<file path="src/hw/sdbst_cfg.svh">
// timing figures and derived cycle counts for the bank state tracker
// assumes a single 10 MHz device clock shared with the command source
`ifndef SDBST_CFG_SVH
`define SDBST_CFG_SVH

`define SDBST_CLOCK_PERIOD_NS       100
`define SDBST_NUM_BANKS             8
`define SDBST_BANK_ADDR_W           3
`define SDBST_TIMER_W               16

// least times in ns; plain defaults, tune per speed grade
`define SDBST_PER_BANK_REFRESH_NS   90
`define SDBST_ALL_BANK_REFRESH_NS   130
`define SDBST_MODE_READ_BUSY_NS     200
`define SDBST_MODE_WRITE_BUSY_NS    500
`define SDBST_PRECHARGE_NS          18
`define SDBST_ROW_TO_COLUMN_NS      18
`define SDBST_BURST_NS              400
`define SDBST_INIT_NS               200000

// least time -> whole cycles, rounded up
`define SDBST_CYC(ns) (((ns) + `SDBST_CLOCK_PERIOD_NS - 1) / `SDBST_CLOCK_PERIOD_NS)

`define SDBST_PER_BANK_REFRESH_CYC  `SDBST_CYC(`SDBST_PER_BANK_REFRESH_NS)
`define SDBST_ALL_BANK_REFRESH_CYC  `SDBST_CYC(`SDBST_ALL_BANK_REFRESH_NS)
`define SDBST_MODE_READ_BUSY_CYC    `SDBST_CYC(`SDBST_MODE_READ_BUSY_NS)
`define SDBST_MODE_WRITE_BUSY_CYC   `SDBST_CYC(`SDBST_MODE_WRITE_BUSY_NS)
`define SDBST_PRECHARGE_CYC         `SDBST_CYC(`SDBST_PRECHARGE_NS)
`define SDBST_ROW_TO_COLUMN_CYC     `SDBST_CYC(`SDBST_ROW_TO_COLUMN_NS)
`define SDBST_BURST_CYC             `SDBST_CYC(`SDBST_BURST_NS)
`define SDBST_INIT_CYC              `SDBST_CYC(`SDBST_INIT_NS)

`endif

</file>
<file path="src/hw/sdbst_pkg.sv">
// types shared by the bank state tracker modules
// assumes nothing beyond a SystemVerilog compiler
package sdbst_pkg;

    typedef enum logic [3:0] {
        CMD_NO_OPERATION,
        CMD_ACTIVATE,
        CMD_READ,
        CMD_WRITE,
        CMD_PRECHARGE,
        CMD_REFRESH_PER_BANK,
        CMD_REFRESH_ALL_BANK,
        CMD_MODE_REGISTER_READ,
        CMD_MODE_REGISTER_WRITE,
        CMD_BURST_TERMINATE
    } sdbst_cmd_t;

    typedef enum logic [3:0] {
        BK_IDLE,
        BK_ACTIVATING,
        BK_ACTIVE,
        BK_READING,
        BK_WRITING,
        BK_READ_AUTO_PRE,
        BK_WRITE_AUTO_PRE,
        BK_PRECHARGING,
        BK_REFRESHING,
        BK_MODE_READING
    } sdbst_bank_t;

    typedef enum logic [3:0] {
        DV_POWER_ON,
        DV_RESETTING,
        DV_RESET_MODE_READ,
        DV_IDLE,
        DV_IDLE_MODE_READ,
        DV_MODE_WRITING,
        DV_REFRESH_ALL,
        DV_PRECHARGE_ALL
    } sdbst_dev_t;

endpackage

</file>
<file path="src/hw/sdbst_bank.sv">
// one bank: state and down-counting busy timer
// assumes strobes already qualified by bank address and device state
`include "sdbst_cfg.svh"

module sdbst_bank #(
    parameter int unsigned TW    = `SDBST_TIMER_W,
    parameter int unsigned RCD   = `SDBST_ROW_TO_COLUMN_CYC,
    parameter int unsigned RP    = `SDBST_PRECHARGE_CYC,
    parameter int unsigned RFCPB = `SDBST_PER_BANK_REFRESH_CYC,
    parameter int unsigned MRRT  = `SDBST_MODE_READ_BUSY_CYC,
    parameter int unsigned BURST = `SDBST_BURST_CYC
) (
    input  wire logic          clock,      // device clock
    input  wire logic          rst,        // async reset, high
    input  wire logic          act,        // activate to this bank
    input  wire logic          refresh,    // per-bank refresh
    input  wire logic          precharge,  // single or all-bank precharge
    input  wire logic          readCmd,    // read to this bank
    input  wire logic          writeCmd,   // write to this bank
    input  wire logic          autoPre,    // access closes the row
    input  wire logic          modeRead,   // mode register read seen
    input  wire logic          burstStop,  // terminate aimed here
    output sdbst_pkg::sdbst_bank_t state   // current bank state
);
    import sdbst_pkg::*;

    sdbst_bank_t   state_r;
    sdbst_bank_t   stateNxt;
    logic [TW-1:0] cnt_r;
    logic [TW-1:0] cntNxt;

    wire timeUp  = (cnt_r == TW'(1));
    wire inBurst = (state_r == BK_READING) || (state_r == BK_WRITING);
    wire isOpen  = inBurst || (state_r == BK_ACTIVE);

    assign state = state_r;

    ////////////////////////////////////////////////////////////////////////
    always_comb begin
        stateNxt = state_r;
        cntNxt   = (cnt_r != '0) ? cnt_r - TW'(1) : cnt_r;
        case (state_r)
            BK_IDLE: begin
                if (act) begin
                    stateNxt = BK_ACTIVATING;
                    cntNxt   = TW'(RCD);
                end else if (refresh) begin
                    stateNxt = BK_REFRESHING;
                    cntNxt   = TW'(RFCPB);
                end else if (precharge) begin
                    // idle bank still blocked for the full time
                    stateNxt = BK_PRECHARGING;
                    cntNxt   = TW'(RP);
                end
            end
            BK_ACTIVATING, BK_MODE_READING: begin
                if (timeUp) stateNxt = BK_ACTIVE;
            end
            BK_PRECHARGING, BK_REFRESHING,
            BK_READ_AUTO_PRE, BK_WRITE_AUTO_PRE: begin
                if (timeUp) stateNxt = BK_IDLE;
            end
            default: begin
                if (precharge) begin
                    stateNxt = BK_PRECHARGING;
                    cntNxt   = TW'(RP);
                end else if (readCmd) begin
                    stateNxt = autoPre ? BK_READ_AUTO_PRE : BK_READING;
                    cntNxt   = autoPre ? TW'(RP) : TW'(BURST);
                end else if (writeCmd) begin
                    stateNxt = autoPre ? BK_WRITE_AUTO_PRE : BK_WRITING;
                    cntNxt   = autoPre ? TW'(RP) : TW'(BURST);
                end else if (modeRead && state_r == BK_ACTIVE) begin
                    stateNxt = BK_MODE_READING;
                    cntNxt   = TW'(MRRT);
                end else if (inBurst && (burstStop || timeUp)) begin
                    stateNxt = BK_ACTIVE;
                end
            end
        endcase
    end

    always_ff @(posedge clock or posedge rst) begin
        if (rst) begin
            state_r <= BK_IDLE;
            cnt_r   <= '0;
        end else begin
            state_r <= stateNxt;
            cnt_r   <= cntNxt;
        end
    end

    ////////////////////////////////////////////////////////////////////////
    a_refresh_ends: assert property (@(posedge clock) disable iff (rst)
        state_r == BK_REFRESHING && timeUp |=> state_r == BK_IDLE)
        else $error("bank refresh did not return to idle");

    a_activate_delay: assert property (@(posedge clock) disable iff (rst)
        state_r == BK_IDLE && act |=>
            state_r == BK_ACTIVATING && cnt_r == TW'(RCD))
        else $error("activate did not start row delay");

    a_idle_precharge: assert property (@(posedge clock) disable iff (rst)
        state_r == BK_IDLE && precharge && !act && !refresh |=>
            state_r == BK_PRECHARGING && cnt_r == TW'(RP))
        else $error("precharge of idle bank not timed");

    a_mode_read_bank: assert property (@(posedge clock) disable iff (rst)
        state_r == BK_MODE_READING && timeUp |=> state_r == BK_ACTIVE)
        else $error("bank mode read did not return to active");

    a_stop_to_active: assert property (@(posedge clock) disable iff (rst)
        inBurst && burstStop && !precharge && !readCmd && !writeCmd |=>
            state_r == BK_ACTIVE)
        else $error("burst terminate did not leave bank active");

    a_open_access: assert property (@(posedge clock) disable iff (rst)
        isOpen && readCmd && !precharge && !autoPre |=>
            state_r == BK_READING && cnt_r == TW'(BURST))
        else $error("read did not start a burst");

endmodule

</file>
<file path="src/hw/sdbst_tracker.sv">
// Behaviour
// - per-bank refresh busy, then bank idle
// - all-bank refresh busy, then all idle
// - idle or resetting mode read, then idle
// - active-bank mode read busy, then active
// - mode write busy, then all banks idle
// - precharge-all busy, then banks idle, except banks activating or mode reading (these end active)
// - single precharge busy, then bank idle
// - activate waits row delay before active
// - reset is mode write; enters resetting
// - terminate hits most recent burst's bank
// - terminate leaves that bank active, unless its burst auto-precharges (that bank still goes idle)
// - precharge of idle bank still timed
// - other-bank accesses accepted during bursts
// - power-on reset starts init; mode read
//
// top of the bank and device state tracker
// assumes commands are decoded and on the device clock, one per edge
`include "sdbst_cfg.svh"

module sdbst_tracker #(
    parameter int unsigned NB     = `SDBST_NUM_BANKS,
    parameter int unsigned BW     = `SDBST_BANK_ADDR_W,
    parameter int unsigned TW     = `SDBST_TIMER_W,
    parameter int unsigned RFCAB  = `SDBST_ALL_BANK_REFRESH_CYC,
    parameter int unsigned MRRT   = `SDBST_MODE_READ_BUSY_CYC,
    parameter int unsigned MRWT   = `SDBST_MODE_WRITE_BUSY_CYC,
    parameter int unsigned RP     = `SDBST_PRECHARGE_CYC,
    parameter int unsigned INIT   = `SDBST_INIT_CYC
) (
    input  wire logic                 clock,            // 10 MHz clock
    input  wire logic                 rst,              // async, high
    input  sdbst_pkg::sdbst_cmd_t     cmdCode,          // command this edge
    input  wire logic [BW-1:0]        cmdBank,          // target bank
    input  wire logic                 cmdAllBanks,      // precharge all
    input  wire logic                 cmdAutoPrecharge, // access closes row
    input  wire logic                 cmdReset,         // mode write = reset
    output sdbst_pkg::sdbst_bank_t    bankState [NB],   // per-bank state
    output sdbst_pkg::sdbst_dev_t     devState,         // device state
    output logic                      allIdle,          // banks and device idle, lagged
    output logic                      burstOn,          // burst in progress
    output logic [BW-1:0]             burstBank         // bank of last burst
);
    import sdbst_pkg::*;

    sdbst_dev_t    dev_r;
    sdbst_dev_t    devNxt;
    logic [TW-1:0] dcnt_r;
    logic [TW-1:0] dcntNxt;
    logic          allIdle_r;
    logic          burstOn_r;
    logic          burstOnNxt;
    logic [BW-1:0] burstBank_r;
    logic [BW-1:0] burstBankNxt;
    logic [NB-1:0] bankIdle;
    logic [NB-1:0] bankOpen;
    logic [NB-1:0] bankInBurst;

    ////////////////////////////////////////////////////////////////////////
    // command decode
    wire devReady   = (dev_r == DV_IDLE);
    wire cmdAct     = (cmdCode == CMD_ACTIVATE);
    wire cmdRead    = (cmdCode == CMD_READ);
    wire cmdWrite   = (cmdCode == CMD_WRITE);
    wire cmdPre     = (cmdCode == CMD_PRECHARGE);
    wire cmdRefPb   = (cmdCode == CMD_REFRESH_PER_BANK);
    wire cmdRefAb   = (cmdCode == CMD_REFRESH_ALL_BANK);
    wire cmdModeRd  = (cmdCode == CMD_MODE_REGISTER_READ);
    wire cmdModeWr  = (cmdCode == CMD_MODE_REGISTER_WRITE);
    wire cmdStop    = (cmdCode == CMD_BURST_TERMINATE);
    wire banksIdle  = &bankIdle;
    wire devTimeUp  = (dcnt_r == TW'(1));
    wire tgtOpen    = bankOpen[cmdBank];
    // an access opens a burst only where the bank can take it
    wire accessTake = devReady && (cmdRead || cmdWrite) && tgtOpen;
    wire curInBurst = bankInBurst[burstBank_r];
    // the terminate follows the last burst, not the addressed bank
    wire stopTake   = cmdStop && burstOn_r;

    ////////////////////////////////////////////////////////////////////////
    // banks
    genvar g;
    generate
        for (g = 0; g < NB; g++) begin : gBank
            wire hit = (cmdBank == BW'(g));
            assign bankIdle[g]    = (bankState[g] == BK_IDLE);
            assign bankOpen[g]    = (bankState[g] == BK_ACTIVE) ||
                                    (bankState[g] == BK_READING) ||
                                    (bankState[g] == BK_WRITING);
            assign bankInBurst[g] = (bankState[g] == BK_READING) ||
                                    (bankState[g] == BK_WRITING) ||
                                    (bankState[g] == BK_READ_AUTO_PRE) ||
                                    (bankState[g] == BK_WRITE_AUTO_PRE);
            sdbst_bank #(
                .TW    (TW),
                .RP    (RP),
                .MRRT  (MRRT)
            ) uBank (
                .clock     (clock),
                .rst       (rst),
                .act       (devReady && cmdAct && hit),
                .refresh   (devReady && cmdRefPb && hit),
                .precharge (devReady && cmdPre && (hit || cmdAllBanks)),
                .readCmd   (devReady && cmdRead && hit),
                .writeCmd  (devReady && cmdWrite && hit),
                .autoPre   (cmdAutoPrecharge),
                .modeRead  (devReady && cmdModeRd),
                .burstStop (stopTake && burstBank_r == BW'(g)),
                .state     (bankState[g])
            );
        end
    endgenerate

    ////////////////////////////////////////////////////////////////////////
    // device-wide state
    always_comb begin
        devNxt  = dev_r;
        dcntNxt = (dcnt_r != '0) ? dcnt_r - TW'(1) : dcnt_r;
        case (dev_r)
            DV_POWER_ON: begin
                if (cmdModeWr && cmdReset) begin
                    devNxt  = DV_RESETTING;
                    dcntNxt = TW'(INIT);
                end
            end
            DV_RESETTING: begin
                if (cmdModeWr && cmdReset) begin
                    devNxt  = DV_RESETTING;
                    dcntNxt = TW'(INIT);
                end else if (cmdModeRd) begin
                    devNxt  = DV_RESET_MODE_READ;
                    dcntNxt = TW'(MRRT);
                end else if (devTimeUp) begin
                    devNxt  = DV_IDLE;
                end
            end
            DV_IDLE: begin
                if (cmdRefAb && banksIdle) begin
                    devNxt  = DV_REFRESH_ALL;
                    dcntNxt = TW'(RFCAB);
                end else if (cmdModeWr && banksIdle && cmdReset) begin
                    devNxt  = DV_RESETTING;
                    dcntNxt = TW'(INIT);
                end else if (cmdModeWr && banksIdle) begin
                    devNxt  = DV_MODE_WRITING;
                    dcntNxt = TW'(MRWT);
                end else if (cmdModeRd && banksIdle) begin
                    devNxt  = DV_IDLE_MODE_READ;
                    dcntNxt = TW'(MRRT);
                end else if (cmdPre && cmdAllBanks) begin
                    devNxt  = DV_PRECHARGE_ALL;
                    dcntNxt = TW'(RP);
                end
            end
            default: begin
                // every timed device state here ends in device idle
                if (devTimeUp) devNxt = DV_IDLE;
            end
        endcase
    end

    ////////////////////////////////////////////////////////////////////////
    // most recent burst owner
    always_comb begin
        burstBankNxt = burstBank_r;
        burstOnNxt   = burstOn_r;
        if (accessTake) begin
            burstBankNxt = cmdBank;
            burstOnNxt   = 1'b1;
        end else if (stopTake || (burstOn_r && !curInBurst)) begin
            burstOnNxt   = 1'b0;
        end
    end

    always_ff @(posedge clock or posedge rst) begin
        if (rst) begin
            dev_r       <= DV_POWER_ON;
            dcnt_r      <= '0;
            allIdle_r   <= 1'b1;
            burstOn_r   <= 1'b0;
            burstBank_r <= '0;
        end else begin
            dev_r       <= devNxt;
            dcnt_r      <= dcntNxt;
            allIdle_r   <= banksIdle && (dev_r == DV_IDLE);
            burstOn_r   <= burstOnNxt;
            burstBank_r <= burstBankNxt;
        end
    end

    assign devState  = dev_r;
    assign allIdle   = allIdle_r;
    assign burstOn   = burstOn_r;
    assign burstBank = burstBank_r;

    ////////////////////////////////////////////////////////////////////////
    a_all_refresh: assert property (@(posedge clock) disable iff (rst)
        devReady && cmdRefAb && banksIdle |=>
            dev_r == DV_REFRESH_ALL && dcnt_r == TW'(RFCAB))
        else $error("all-bank refresh not entered with full time");

    a_all_refresh_end: assert property (@(posedge clock) disable iff (rst)
        dev_r == DV_REFRESH_ALL && devTimeUp |=> dev_r == DV_IDLE)
        else $error("all-bank refresh did not end in idle");

    a_reset_entry: assert property (@(posedge clock) disable iff (rst)
        dev_r == DV_POWER_ON && cmdModeWr && cmdReset |=>
            dev_r == DV_RESETTING && dcnt_r == TW'(INIT))
        else $error("reset did not start initialization");

    a_reset_mode_read: assert property (@(posedge clock) disable iff (rst)
        dev_r == DV_RESETTING && cmdModeRd && !cmdModeWr |=>
            dev_r == DV_RESET_MODE_READ ##(MRRT) dev_r == DV_IDLE)
        else $error("resetting mode read not timed");

    a_mode_write: assert property (@(posedge clock) disable iff (rst)
        devReady && banksIdle && cmdModeWr && !cmdReset && !cmdRefAb |=>
            dev_r == DV_MODE_WRITING ##(MRWT) dev_r == DV_IDLE)
        else $error("mode write busy time wrong");

    a_precharge_all: assert property (@(posedge clock) disable iff (rst)
        dev_r == DV_PRECHARGE_ALL && devTimeUp |=>
            dev_r == DV_IDLE && $past(dcnt_r) == TW'(1))
        else $error("precharge-all did not end in idle");

    a_idle_mode_read: assert property (@(posedge clock) disable iff (rst)
        dev_r == DV_IDLE_MODE_READ && devTimeUp |=> dev_r == DV_IDLE)
        else $error("idle mode read did not end in idle");

    a_burst_owner: assert property (@(posedge clock) disable iff (rst)
        accessTake |=> burstOn_r && burstBank_r == $past(cmdBank))
        else $error("burst owner not tracked");

    a_stop_clears: assert property (@(posedge clock) disable iff (rst)
        stopTake && !accessTake |=> !burstOn_r)
        else $error("terminate did not clear burst");

endmodule

</file>
<file path="config.mk">
export PLATFORM = sky130hd
export DESIGN_NAME = sdbst_tracker
export DESIGN_NICKNAME = d
export VERILOG_FILES = /design/src/hw/sdbst_pkg.sv /design/src/hw/sdbst_bank.sv /design/src/hw/sdbst_tracker.sv
export VERILOG_INCLUDE_DIRS = /design/src /design/src/hw
export SDC_FILE = /design/constraint.sdc
export NUM_CORES = 1
export LEC_CHECK = 0
export ABC_AREA = 1
export BUFFER_PORTS_ARGS = -buffer_cell sky130_fd_sc_hd__buf_2
export CAP_MARGIN = 0
export CORE_ASPECT_RATIO = 0.9
export CORE_MARGIN = 5
export CORE_UTILIZATION = 43
export DETAILED_ROUTE_END_ITERATION = 10
export PLACE_DENSITY = 0.65
export SLEW_MARGIN = 20
export SYNTH_ARGS = -nofsm -noshare
export SYNTH_HDL_FRONTEND = slang
export SYNTH_SLANG_ARGS = --single-unit
export TNS_END_PERCENT = 20
</file>
<file path="constraint.sdc">
create_clock -name clock -period 10.53 [get_ports clock]
set_input_delay 1.5795 -clock clock [delete_from_list [all_inputs] [get_ports clock]]
set_output_delay 1.5795 -clock clock [all_outputs]
set_load 0.01 [all_outputs]
</file>
==> Word level (Yosys, flattened, before mapping) <==
Cells that the tools add are included.
{ "classes": {"addsub": 9, "order_cmp": 2, "eq_ne": 132, "mux": 189, "n_reduce_logical": 203} }
{ "op_table": {"columns": ["operator", "n"], "rows": [
  ["$mux 16", 73],
  ["$mux 4", 89],
  ["$pmux 16 s2", 8],
  ["$eq 16x1->1 const B", 9],
  ["$eq 4x3->1 const B", 36],
  ["$reduce_bool 16->1", 9],
  ["$sub 16x1->16 const B", 9],
  ["$pmux 4 s3", 9],
  ["$logic_and 1x1->1", 81],
  ["$eq 4x2->1 const B", 19],
  ["$eq 4x4->1 const B", 18],
  ["$reduce_bool 8->1", 8],
  ["$logic_or 1x1->1", 58],
  ["$pmux 16 s3", 1],
  ["$reduce_or 6->1", 8],
  ["$eq 4x1->1 const B", 10],
  ["$logic_not 4->1", 9],
  ["$ne 2x1->1 const B", 16],
  ["$ne 4x1->1 const B", 8],
  ["$reduce_and 4->1", 8],
  ["$reduce_or 4->1", 8],
  ["$eq 3x3->1 const B", 8],
  ["$reduce_or 2->1", 8],
  ["$eq 3x2->1 const B", 4],
  ["13 further kinds", 21]
]} }
{ "totals": {"register_bits": 185, "input_bits": 12, "out_inout_bits": 41, "wordCells": 556} }

==> Depth between registers and ports, before layout <==
Gate-level depths: netlist (run 1).
{ "logic_depth": {"depth_word": 11, "mapped_depth": 14, "mapped_depth_nobuf": 14} }

==> Hierarchy <==
From an unflattened synthesis (run 1), not the netlist that was laid out.
{ "hier_totals": {"cells_unflattened": 2046, "hier_area_um2": 14063.5} }
{ "modules_own_cells": {"columns": ["mod", "n_inst", "cells_each", "area_each_um2", "seq_area_each_um2"], "rows": [
  ["sdbst_bank at gBank[1].uBank ...", 3, 209, 1446.4, 500.5],
  ["sdbst_bank at gBank[6].uBank ...", 2, 190, 1421.4, 500.5],
  ["sdbst_tracker", 1, 433, 2544.9, 626.9],
  ["sdbst_bank at gBank[0].uBank", 1, 208, 1461.4, 500.5],
  ["sdbst_bank at gBank[4].uBank", 1, 208, 1450.1, 500.5],
  ["sdbst_bank at gBank[5].uBank", 1, 190, 1425.1, 500.5]
]} }

==> Least setup slack after synthesis (run 1) <==
Ideal clock, no wire load.
{ "synth_timing": {"path_kind": "input to register", "start": "input cmdBank[2]", "end": "register gBank[7].uBank.cnt_r[11]", "setup_time_ns": 0.128, "arrival_ns": 2.828, "t_required_ns": 10.402, "path_slack_ns": 7.574, "stages": 11, "n_path_buf": 2, "cell_sequence": "buf_2 -> inv_1 -> nor2_2 -> inv_1 -> nor2_1 -> inv_1 -> nand3_1 -> nand2_1 -> nand3_1 -> buf_4 -> nor3_1"} }
{ "synth_between": {"elab_chain_len": 7, "elab_cells_between_ends": 14, "cone_classes": "eq/ne: 1; mux: 7; reduce/logical: 6"} }
{ "synth_lines": {"columns": ["element", "line", "text"], "rows": [
  ["start, declared", "sdbst_tracker.sv:34", "input wire logic [BW-1:0] cmdBank,"],
  ["$eq 3x3->1 *", "sdbst_tracker.sv:85", "wire hit = (cmdBank == BW'(g));"],
  ["$logic_or 1x1->1", "sdbst_tracker.sv:103", ".precharge (devReady && cmdPre && (hit || cmdAllBanks)),"],
  ["$logic_and 1x1->1", "sdbst_tracker.sv:103", null],
  ["$mux 16", "sdbst_bank.sv:50", "end else if (precharge) begin"],
  ["$mux 16", "sdbst_bank.sv:47", "end else if (refresh) begin"],
  ["$mux 16", "sdbst_bank.sv:44", "if (act) begin"],
  ["$pmux 16 s2 *", "sdbst_bank.sv:42", "case (state_r)"],
  ["named net gBank[7].uBank.cntNxt[11]", "sdbst_bank.sv:30", "logic [TW-1:0] cntNxt;"],
  ["end signal, assigned", "sdbst_bank.sv:89", "cnt_r <= cntNxt;"],
  ["end, declared", "sdbst_bank.sv:29", "logic [TW-1:0] cnt_r;"]
]} }
The timed path passes the listed nets; every way through them passes the cells marked *.
A chain may end at the register's enable or synchronous reset.

==> Worst setup path after layout (run 1) <==
{ "layout_timing": {"start": "input cmdCode[3]", "end": "register gBank[2].uBank.cnt_r[11]"} }
{ "layout_between": {"elab_chain_len": 8, "elab_cells_between_ends": 26, "cone_classes": "eq/ne: 6; mux: 8; reduce/logical: 12"} }
{ "layout_lines": {"columns": ["element", "line", "text"], "rows": [
  ["start, declared", "sdbst_tracker.sv:33", "input sdbst_pkg::sdbst_cmd_t cmdCode,"],
  ["$eq 4x3->1", "sdbst_tracker.sv:68", "wire cmdModeRd = (cmdCode == CMD_MODE_REGISTER_READ);"],
  ["$logic_and 1x1->1", "sdbst_tracker.sv:107", ".modeRead (devReady && cmdModeRd),"],
  ["$logic_and 1x1->1", "sdbst_bank.sv:73", "end else if (modeRead && state_r == BK_ACTIVE) begin"],
  ["$mux 16", "sdbst_bank.sv:73", null],
  ["$mux 16", "sdbst_bank.sv:70", "end else if (writeCmd) begin"],
  ["$mux 16", "sdbst_bank.sv:67", "end else if (readCmd) begin"],
  ["$mux 16", "sdbst_bank.sv:64", "if (precharge) begin"],
  ["$pmux 16 s2 *", "sdbst_bank.sv:42", null],
  ["named net gBank[2].uBank.cntNxt[11]", "sdbst_bank.sv:30", null],
  ["end signal, assigned", "sdbst_bank.sv:89", null],
  ["end, declared", "sdbst_bank.sv:29", null]
]} }
Marks and branches as above.

==> results.py, run 1 <==
metrics = {
    "status": {
        "run_status": "finished, final reports clean",
    },
    "global_route": {
        "grt_use_total": 0.1965,
        "grt_max_degree": 116,
        "first_global_vias": 11540,
        "grt-ovfl-total": 0,
        "antenna_found_initial": 2,
        "grt_first_pass_wirelength_um": 55070,
    },
    "sta": {
        "hold_ws_ps": 558.7,
        "relSlewSlack": 0.3755,
        "min_period_ps": 3117,
        "setup_violations": 0,
        "grt_setup_unrepaired": "no",
        "hold_viol_final": 0,
        "worstMarginPinSlew_ps": 936.7,
        "drv_slew": 0,
        "finalCritPeriodShare": 0.2960,
        "fin_setup_tns_ps": 0,
        "fmax_ghz": 0.3208,
        "clock_skew_ps": 21.36,
    },
    "pwr": {
        "power_density_nw_per_um2": 246.5,
        "leakagePower_nw": 7.286,
        "finalPower_w": 0.003490,
        "ir_drop_v": 0.0001345,
    },
    "critical_path": {
        "rr_startpoint": "devState[2]",
        "max_stage_delay_ps": 480,
        "r2r_cells": 8,
        "r2r_setup_slack_ps": 8090,
        "arrival_ps": 3430,
        "crit_start": "cmdCode[3]",
        "crit_path_end_kind": "flop",
        "crit_fanout": 16,
        "path_cells": "buf_2 > nor2_1 > nand3_1 > nor2_4 > nand2_1 > nand3_1 > nor2_1 > o21ai_2 > nor2_1",
        "slowest_stage": "o21ai_2",
        "endpoint": "gBank[2].uBank.cnt_r[11]",
        "cpMostUsedCell": "nor2_1",
        "start_kind": "primary input",
        "rr_endpoint": "gBank[2].uBank.cnt_r[11]",
        "crit_required_ps": 10840,
        "path_class": "primary input to flop",
    },
    "yosys": {
        "yosysSeqAreaShare": 0.3589,
        "synthXorXnorAreaFrac": 0.06110,
        "ys_ff_latch": 185,
        "synthCells": 1936,
        "synth_area_um2": 12900,
        "yosysWarnings": 0,
        "synthMuxAreaShare": 0,
        "synthSimpleGateAreaFrac": 0.3917,
        "ys_async_sr_fraction": 1.000,
        "syn_area_per_cell_um2": 6.664,
        "synth_compound_area_frac": 0.08137,
        "synthesis.nets": 1974,
        "synth_cell_types": 45,
        "ys.flop_type": "dfrtp_1",
        "synth_top_family_by_area": "simple AND/OR/NAND/NOR gates",
        "synthAdderAreaFrac": 0.02522,
        "synth-edff-count": 0,
    },
    "cts": {
        "numCtsBuffers": 17,
        "cts.repair.resized": 0,
        "ctsRootBufferMaster": "clkbuf_16",
        "clkTransAtPathRegs_ps": 70,
        "clkSinkCount": 185,
        "hold_buffers": 0,
        "clk_latency_ps": 460,
        "cts_tree": "done",
        "clockBufferDepth": 2,
        "post-cts-setup-buffers": 0,
        "h-tree-depth": 4,
    },
    "route": {
        "drt_iter0_drc": 888,
        "drc": 0,
        "antenna_left": 0,
        "drt-total-wl_um": 32200,
        "wl_per_cell_um": 13.35,
        "vias_per_cell": 5.055,
        "drt_pass1_iterations": 5,
        "vias": 12190,
    },
    "layout": {
        "nets": 2032,
        "fillCellCount": 3037,
        "drive_gt1_frac": 0.06726,
        "area_delta_synth_final_pct": 9.766,
    },
    "floorplanning": {
        "die_w_um": 192.6,
        "core_um2": 29730,
        "rows": 60,
        "initial_core_util": 0.4340,
        "ioPinCount": 53,
        "design.die.area_um2": 33570,
        "die_h_um": 174.3,
    },
    "min_path": {
        "min_path_type": "flop to flop",
    },
    "placed_design": {
        "port_buffers": 52,
        "place_congestion": 0.9432,
        "dp_hpwl_um": 24420,
    },
    "job": {
        "maxCapViolations": 0,
    },
}
[how the worst min path moves through the flow]
stage / from / to / slack (ps) / cells past startpoint
4_1_cts: gBank[4].uBank.cnt_r[15] / gBank[4].uBank.cnt_r[15] / 560 / 3
5_1_grt: gBank[4].uBank.cnt_r[15] / gBank[4].uBank.cnt_r[15] / 580 / 3
3_3_place_gp: gBank[2].uBank.cnt_r[11] / gBank[2].uBank.cnt_r[11] / 530 / 2
2_1_floorplan: gBank[5].uBank.cnt_r[13] / gBank[5].uBank.cnt_r[13] / 510 / 2
6_report: gBank[5].uBank.cnt_r[15] / gBank[5].uBank.cnt_r[15] / 560 / 3
3_5_place_dp: gBank[3].uBank.state[3] / gBank[3].uBank.state[3] / 550 / 2
[where the power goes]
group | switching [W] | internal, W | leakage, nW
Sequential | 0.000254 | 0.000956 | 2.14
Combinational | 0.00105 | 0.000598 | 4.88
Clock | 0.000311 | 0.000323 | 0.266
Total | 0.00161 | 0.00188 | 7.29
[worst max-delay path: cells and delay by family]
family / cells / cell delay (ps)
simple gates: 7 / 1230
buf+inv: 1 / 140
compound gates: 1 / 480
[cell families after synthesis]
family	after synthesis
xor+xnor	90
compound gates	190
buf+inv	271
simple gates	1174
fa+ha+maj	26
flops	185
[flip-flops by register name, summed over array words and instances, names as in the netlist]
signal,flops
gBank.uBank.cnt_r,128
gBank.uBank.state,32
dcnt_r,16
devState,4
burstBank,3
allIdle,1
burstOn,1
[synth_stat cells (2+ instances only)]
library cell  count  area share
o21a_1            5      0.0029
nor4_1            4      0.0019
nor3_1           43       0.017
clkbuf_1          4      0.0012
nor2_1          387        0.11
o21bai_1          3      0.0017
a22oi_1           4      0.0023
nor2_8            2      0.0031
inv_1           253       0.074
or2_2            11      0.0053
o21ai_2           6      0.0041
buf_2             2     0.00078
nand2_1         470        0.14
nand4_1          49       0.024
o21ai_1          18      0.0070
nor3b_1           6      0.0035
buf_4             7      0.0041
ha_1             26       0.025
xor2_1           68       0.046
nand3_1         169       0.066
nor2_2            7      0.0034
a21oi_1          70       0.027
nand3_2           5      0.0039
dfrtp_1         184        0.36
a21o_1            3      0.0017
and3_1            2     0.00097
xnor2_1          22       0.015
o21ai_0          62       0.024
a31oi_1           8      0.0039
o31ai_1           5      0.0029
nand3b_1          5      0.0029
inv_2             4      0.0012
nor2_4            7      0.0061
nand4_2           2      0.0019
nand2_2           3      0.0015
[metal layers]
metal / wire (um) / part of all wire / global-route usage / vias to the layer above
li1: - / - / - / 6309
met5: 13 / 0.00040 / 0 / -
met1: 15590 / 0.48 / 0.2752 / 5571
met4: 482 / 0.015 / 0.04961 / 2
met3: 1737 / 0.054 / 0.03936 / 40
met2: 14380 / 0.45 / 0.3117 / 271
[layout by cell type, fill, tap and decap left out, drive strengths merged]
cell and instances:
a21boi 2, a21o 3, a21oi 70, a22oi 4
a2bb2oi 1, a31o 1, a31oi 8, and2 1
and3 2, buf 53, clkbuf 20, clkinv 2
clkinvlp 4, dfrtp 184, dfstp 1, diode 2
ha 26, inv 263, nand2 473, nand3 175
nand3b 5, nand4 51, nor2 403, nor3 43
nor3b 6, nor4 4, o211ai 1, o21a 5
o21ai 86, o21bai 3, o22ai 1, o31ai 5
or2 11, xnor2 22, xor2 68
[area by class of cell]
cell class	count	area (um^2)	share of cell area
timing repair buffer	53	267.8	0.01891
clock inverter	12	107.6	0.007598
sequential	185	4631	0.3270
clock buffer	20	456.7	0.03225
antenna	2	5.005	0.0003534
multi-input combinational	1480	7217	0.5096
inverter	257	972.2	0.06865
tap	403	504.2	0.03561
[through the flow]
stage          instance area, um^2  worst slack (ps)  instances    util
6_report                     14160              7413       2412  0.4763
5_1_grt                      14160              7165       2411  0.4763
4_1_cts                      14160              7436       2410  0.4762
3_5_place_dp                 13590              6946       2378  0.4572
3_3_place_gp                 13590              7017       2378  0.4572
2_1_floorplan                12900              3923       1936       -
Power figures use the tool's default switching activity.
==> run 2, diff against run 1 <==
Settings changed: PLACE_DENSITY 0.65 to 0.67.
Clock period 10.53 ns to 2.7 ns, I/O delays scaled along.
==> results.py, run 2 (synthesis gave the netlist of run 1 again) <==
metrics = {
    "placed_design": {
        "port_buffers": 52,
        "place_area_um2": 13690,
        "place_congestion": 0.9764,
        "preCtsSetupSlack_ps": 403.1,
        "dp_hpwl_um": 24600,
    },
    "route": {
        "dr.max_layer_used": "met5",
        "vias": 12320,
        "dr_wl_met3_um": 1949,
        "met1_length_um": 15220,
        "drt-total-wl_um": 32310,
        "wl_per_cell_um": 13.33,
        "vias_per_cell": 5.083,
        "drt_iter0_drc": 994,
        "antenna_left": 0,
        "drc": 0,
        "wl_met2_um": 14650,
        "drt_pass1_iterations": 7,
    },
    "cts": {
        "h-tree-depth": 4,
        "ctsRootBufferMaster": "clkbuf_16",
        "clk_latency_ps": 450,
        "clockBufferDepth": 2,
        "numCtsBuffers": 17,
        "clkSinkCount": 185,
        "cts_tree": "done",
        "cts.repair.resized": 0,
        "clkTransAtPathRegs_ps": 80,
    },
    "floorplanning": {
        "die_w_um": 192.6,
        "rows": 60,
        "ioPinCount": 53,
        "design.die.area_um2": 33570,
        "die_h_um": 174.3,
        "initial_core_util": 0.4340,
        "core_um2": 29730,
    },
    "pwr": {
        "p_clk_frac": 0.188,
        "ir_drop_v": 0.0006206,
        "power_density_nw_per_um2": 960.2,
        "p_sw_w": 0.006312,
        "power.share.combinational": 0.470,
        "finalPower_w": 0.01374,
        "switching_share": 0.4595,
        "p_int_w": 0.007425,
        "leakagePower_nw": 7.370,
        "pwr-share-seq": 0.342,
    },
    "global_route": {
        "grt_use_total": 0.1956,
        "antenna_found_initial": 5,
        "grt_first_pass_wirelength_um": 54810,
        "grt-ovfl-total": 0,
        "first_global_vias": 11530,
        "grt_max_degree": 76,
    },
    "layout": {
        "largest_reg_flops": 128,
        "largest-register": "gBank.uBank.cnt_r",
        "final_cell_mix": "nand2_1 (470), nor2_1 (387), inv_1 (252)",
        "final_common_cell": "nand2_1",
        "area_delta_synth_final_pct": 10.90,
        "final_area_um2": 14310,
        "drive_gt1_frac": 0.07235,
        "nets": 2043,
        "utilization": 0.4813,
    },
    "critical_path": {
        "path_class": "flop to flop",
        "crit_required_ps": 3040,
        "crit_fanout": 8,
        "start_kind": "flop",
        "crit_path_end_kind": "flop",
        "arrival_ps": 2620,
    },
    "status": {
        "run_status": "finished, final reports clean",
    },
    "sta": {
        "relSlewSlack": 0.5857,
        "grt_setup_unrepaired": "no",
        "fin_setup_tns_ps": 0,
        "drv_slew": 0,
        "finalCritPeriodShare": 0.8467,
        "min_period_ps": 2286,
        "postLayoutSetupSlackWorst_ps": 413.8,
        "fmax_ghz": 0.4374,
        "hold_viol_final": 0,
        "setup_violations": 0,
        "worstMarginPinSlew_ps": 616.7,
        "clock_skew_ps": 18.43,
    },
    "job": {
        "maxCapViolations": 0,
    },
    "min_path": {
        "min_path_type": "primary input to flop",
    },
}
## run 2: cell types whose count changed in the layout (fill, tap and decap cells not counted), sizes merged, moves of 2 or more
cell	change
clkinv	+4
inv	-2
buf	+10
clkbuf	-2
## run 2: area by class of cell
type / count / area [um^2]
inverters: 257 / 968.4
well taps: 403 / 504.2
multi-input cells: 1480 / 7217
clock inverters: 14 / 162.7
repair buffers: 64 / 377.9
fillers: 3010 / 15420
clock buffers: 18 / 439.2
diodes: 3 / 7.507
flip-flops and latches: 185 / 4631
## run 2: path summary, 6_finish.rpt
path / cells after the start / endpoint / startpoint / slack (ps)
setup / recovery: 11 / gBank[5].uBank.cnt_r[12] / devState[2] / 410
max in group asynchronous: 4 / allIdle / rst / 1350
setup reg to reg: 11 / gBank[5].uBank.cnt_r[12] / devState[2] / 410
hold reg to reg: 2 / gBank[5].uBank.cnt_r[11] / gBank[5].uBank.cnt_r[11] / 550
min in group asynchronous: 3 / gBank[3].uBank.cnt_r[9] / rst / 550
hold / removal: 3 / burstBank[1] / cmdBank[1] / 260
## run 2: repair_timing
item / 4_1_cts / 5_1_grt
setup buffers: 0 / 0
hold endpoints to repair: 15 / 0
hold buffers: 1 / 0
## run 2: power groups by stage
stage | registers, W | logic, W | clock network, W
2_1_floorplan | 0.00459 | 0.00496 | 0
6_report | 0.00470 | 0.00646 | 0.00258
4_1_cts | 0.00469 | 0.00646 | 0.00265
5_1_grt | 0.00486 | 0.00749 | 0.00276
3_5_place_dp | 0.00473 | 0.00641 | 0
3_3_place_gp | 0.00472 | 0.00628 | 0
## run 2: critical path, stage by stage, from the launching register on
cell     delay, ps
dfrtp_1        420
nor2_4         180
nand3_4        240
nor2_4         230
nand2_2        140
inv_2          170
nand2_1        100
nand2_1         70
nand2_1         80
nand3_1        270
buf_4          210
nor3_1          50
## run 2: metal layers
layer,GRT usage,up-vias
met5,0,-
met1,0.2762,5634
li1,-,6329
met2,0.3095,312
met3,0.03514,41
met4,0.05199,4
## run 2: per-stage QoR
| stage | hold slack [ps] | instances |
|---|---|---|
| 2_1_floorplan | 507.5 | 1936 |
| 3_3_place_gp | 455.6 | 2388 |
| 3_5_place_dp | 459.1 | 2388 |
| 4_1_cts | 225.4 | 2421 |
| 5_1_grt | 238.4 | 2424 |
| 6_report | 255.0 | 2424 |
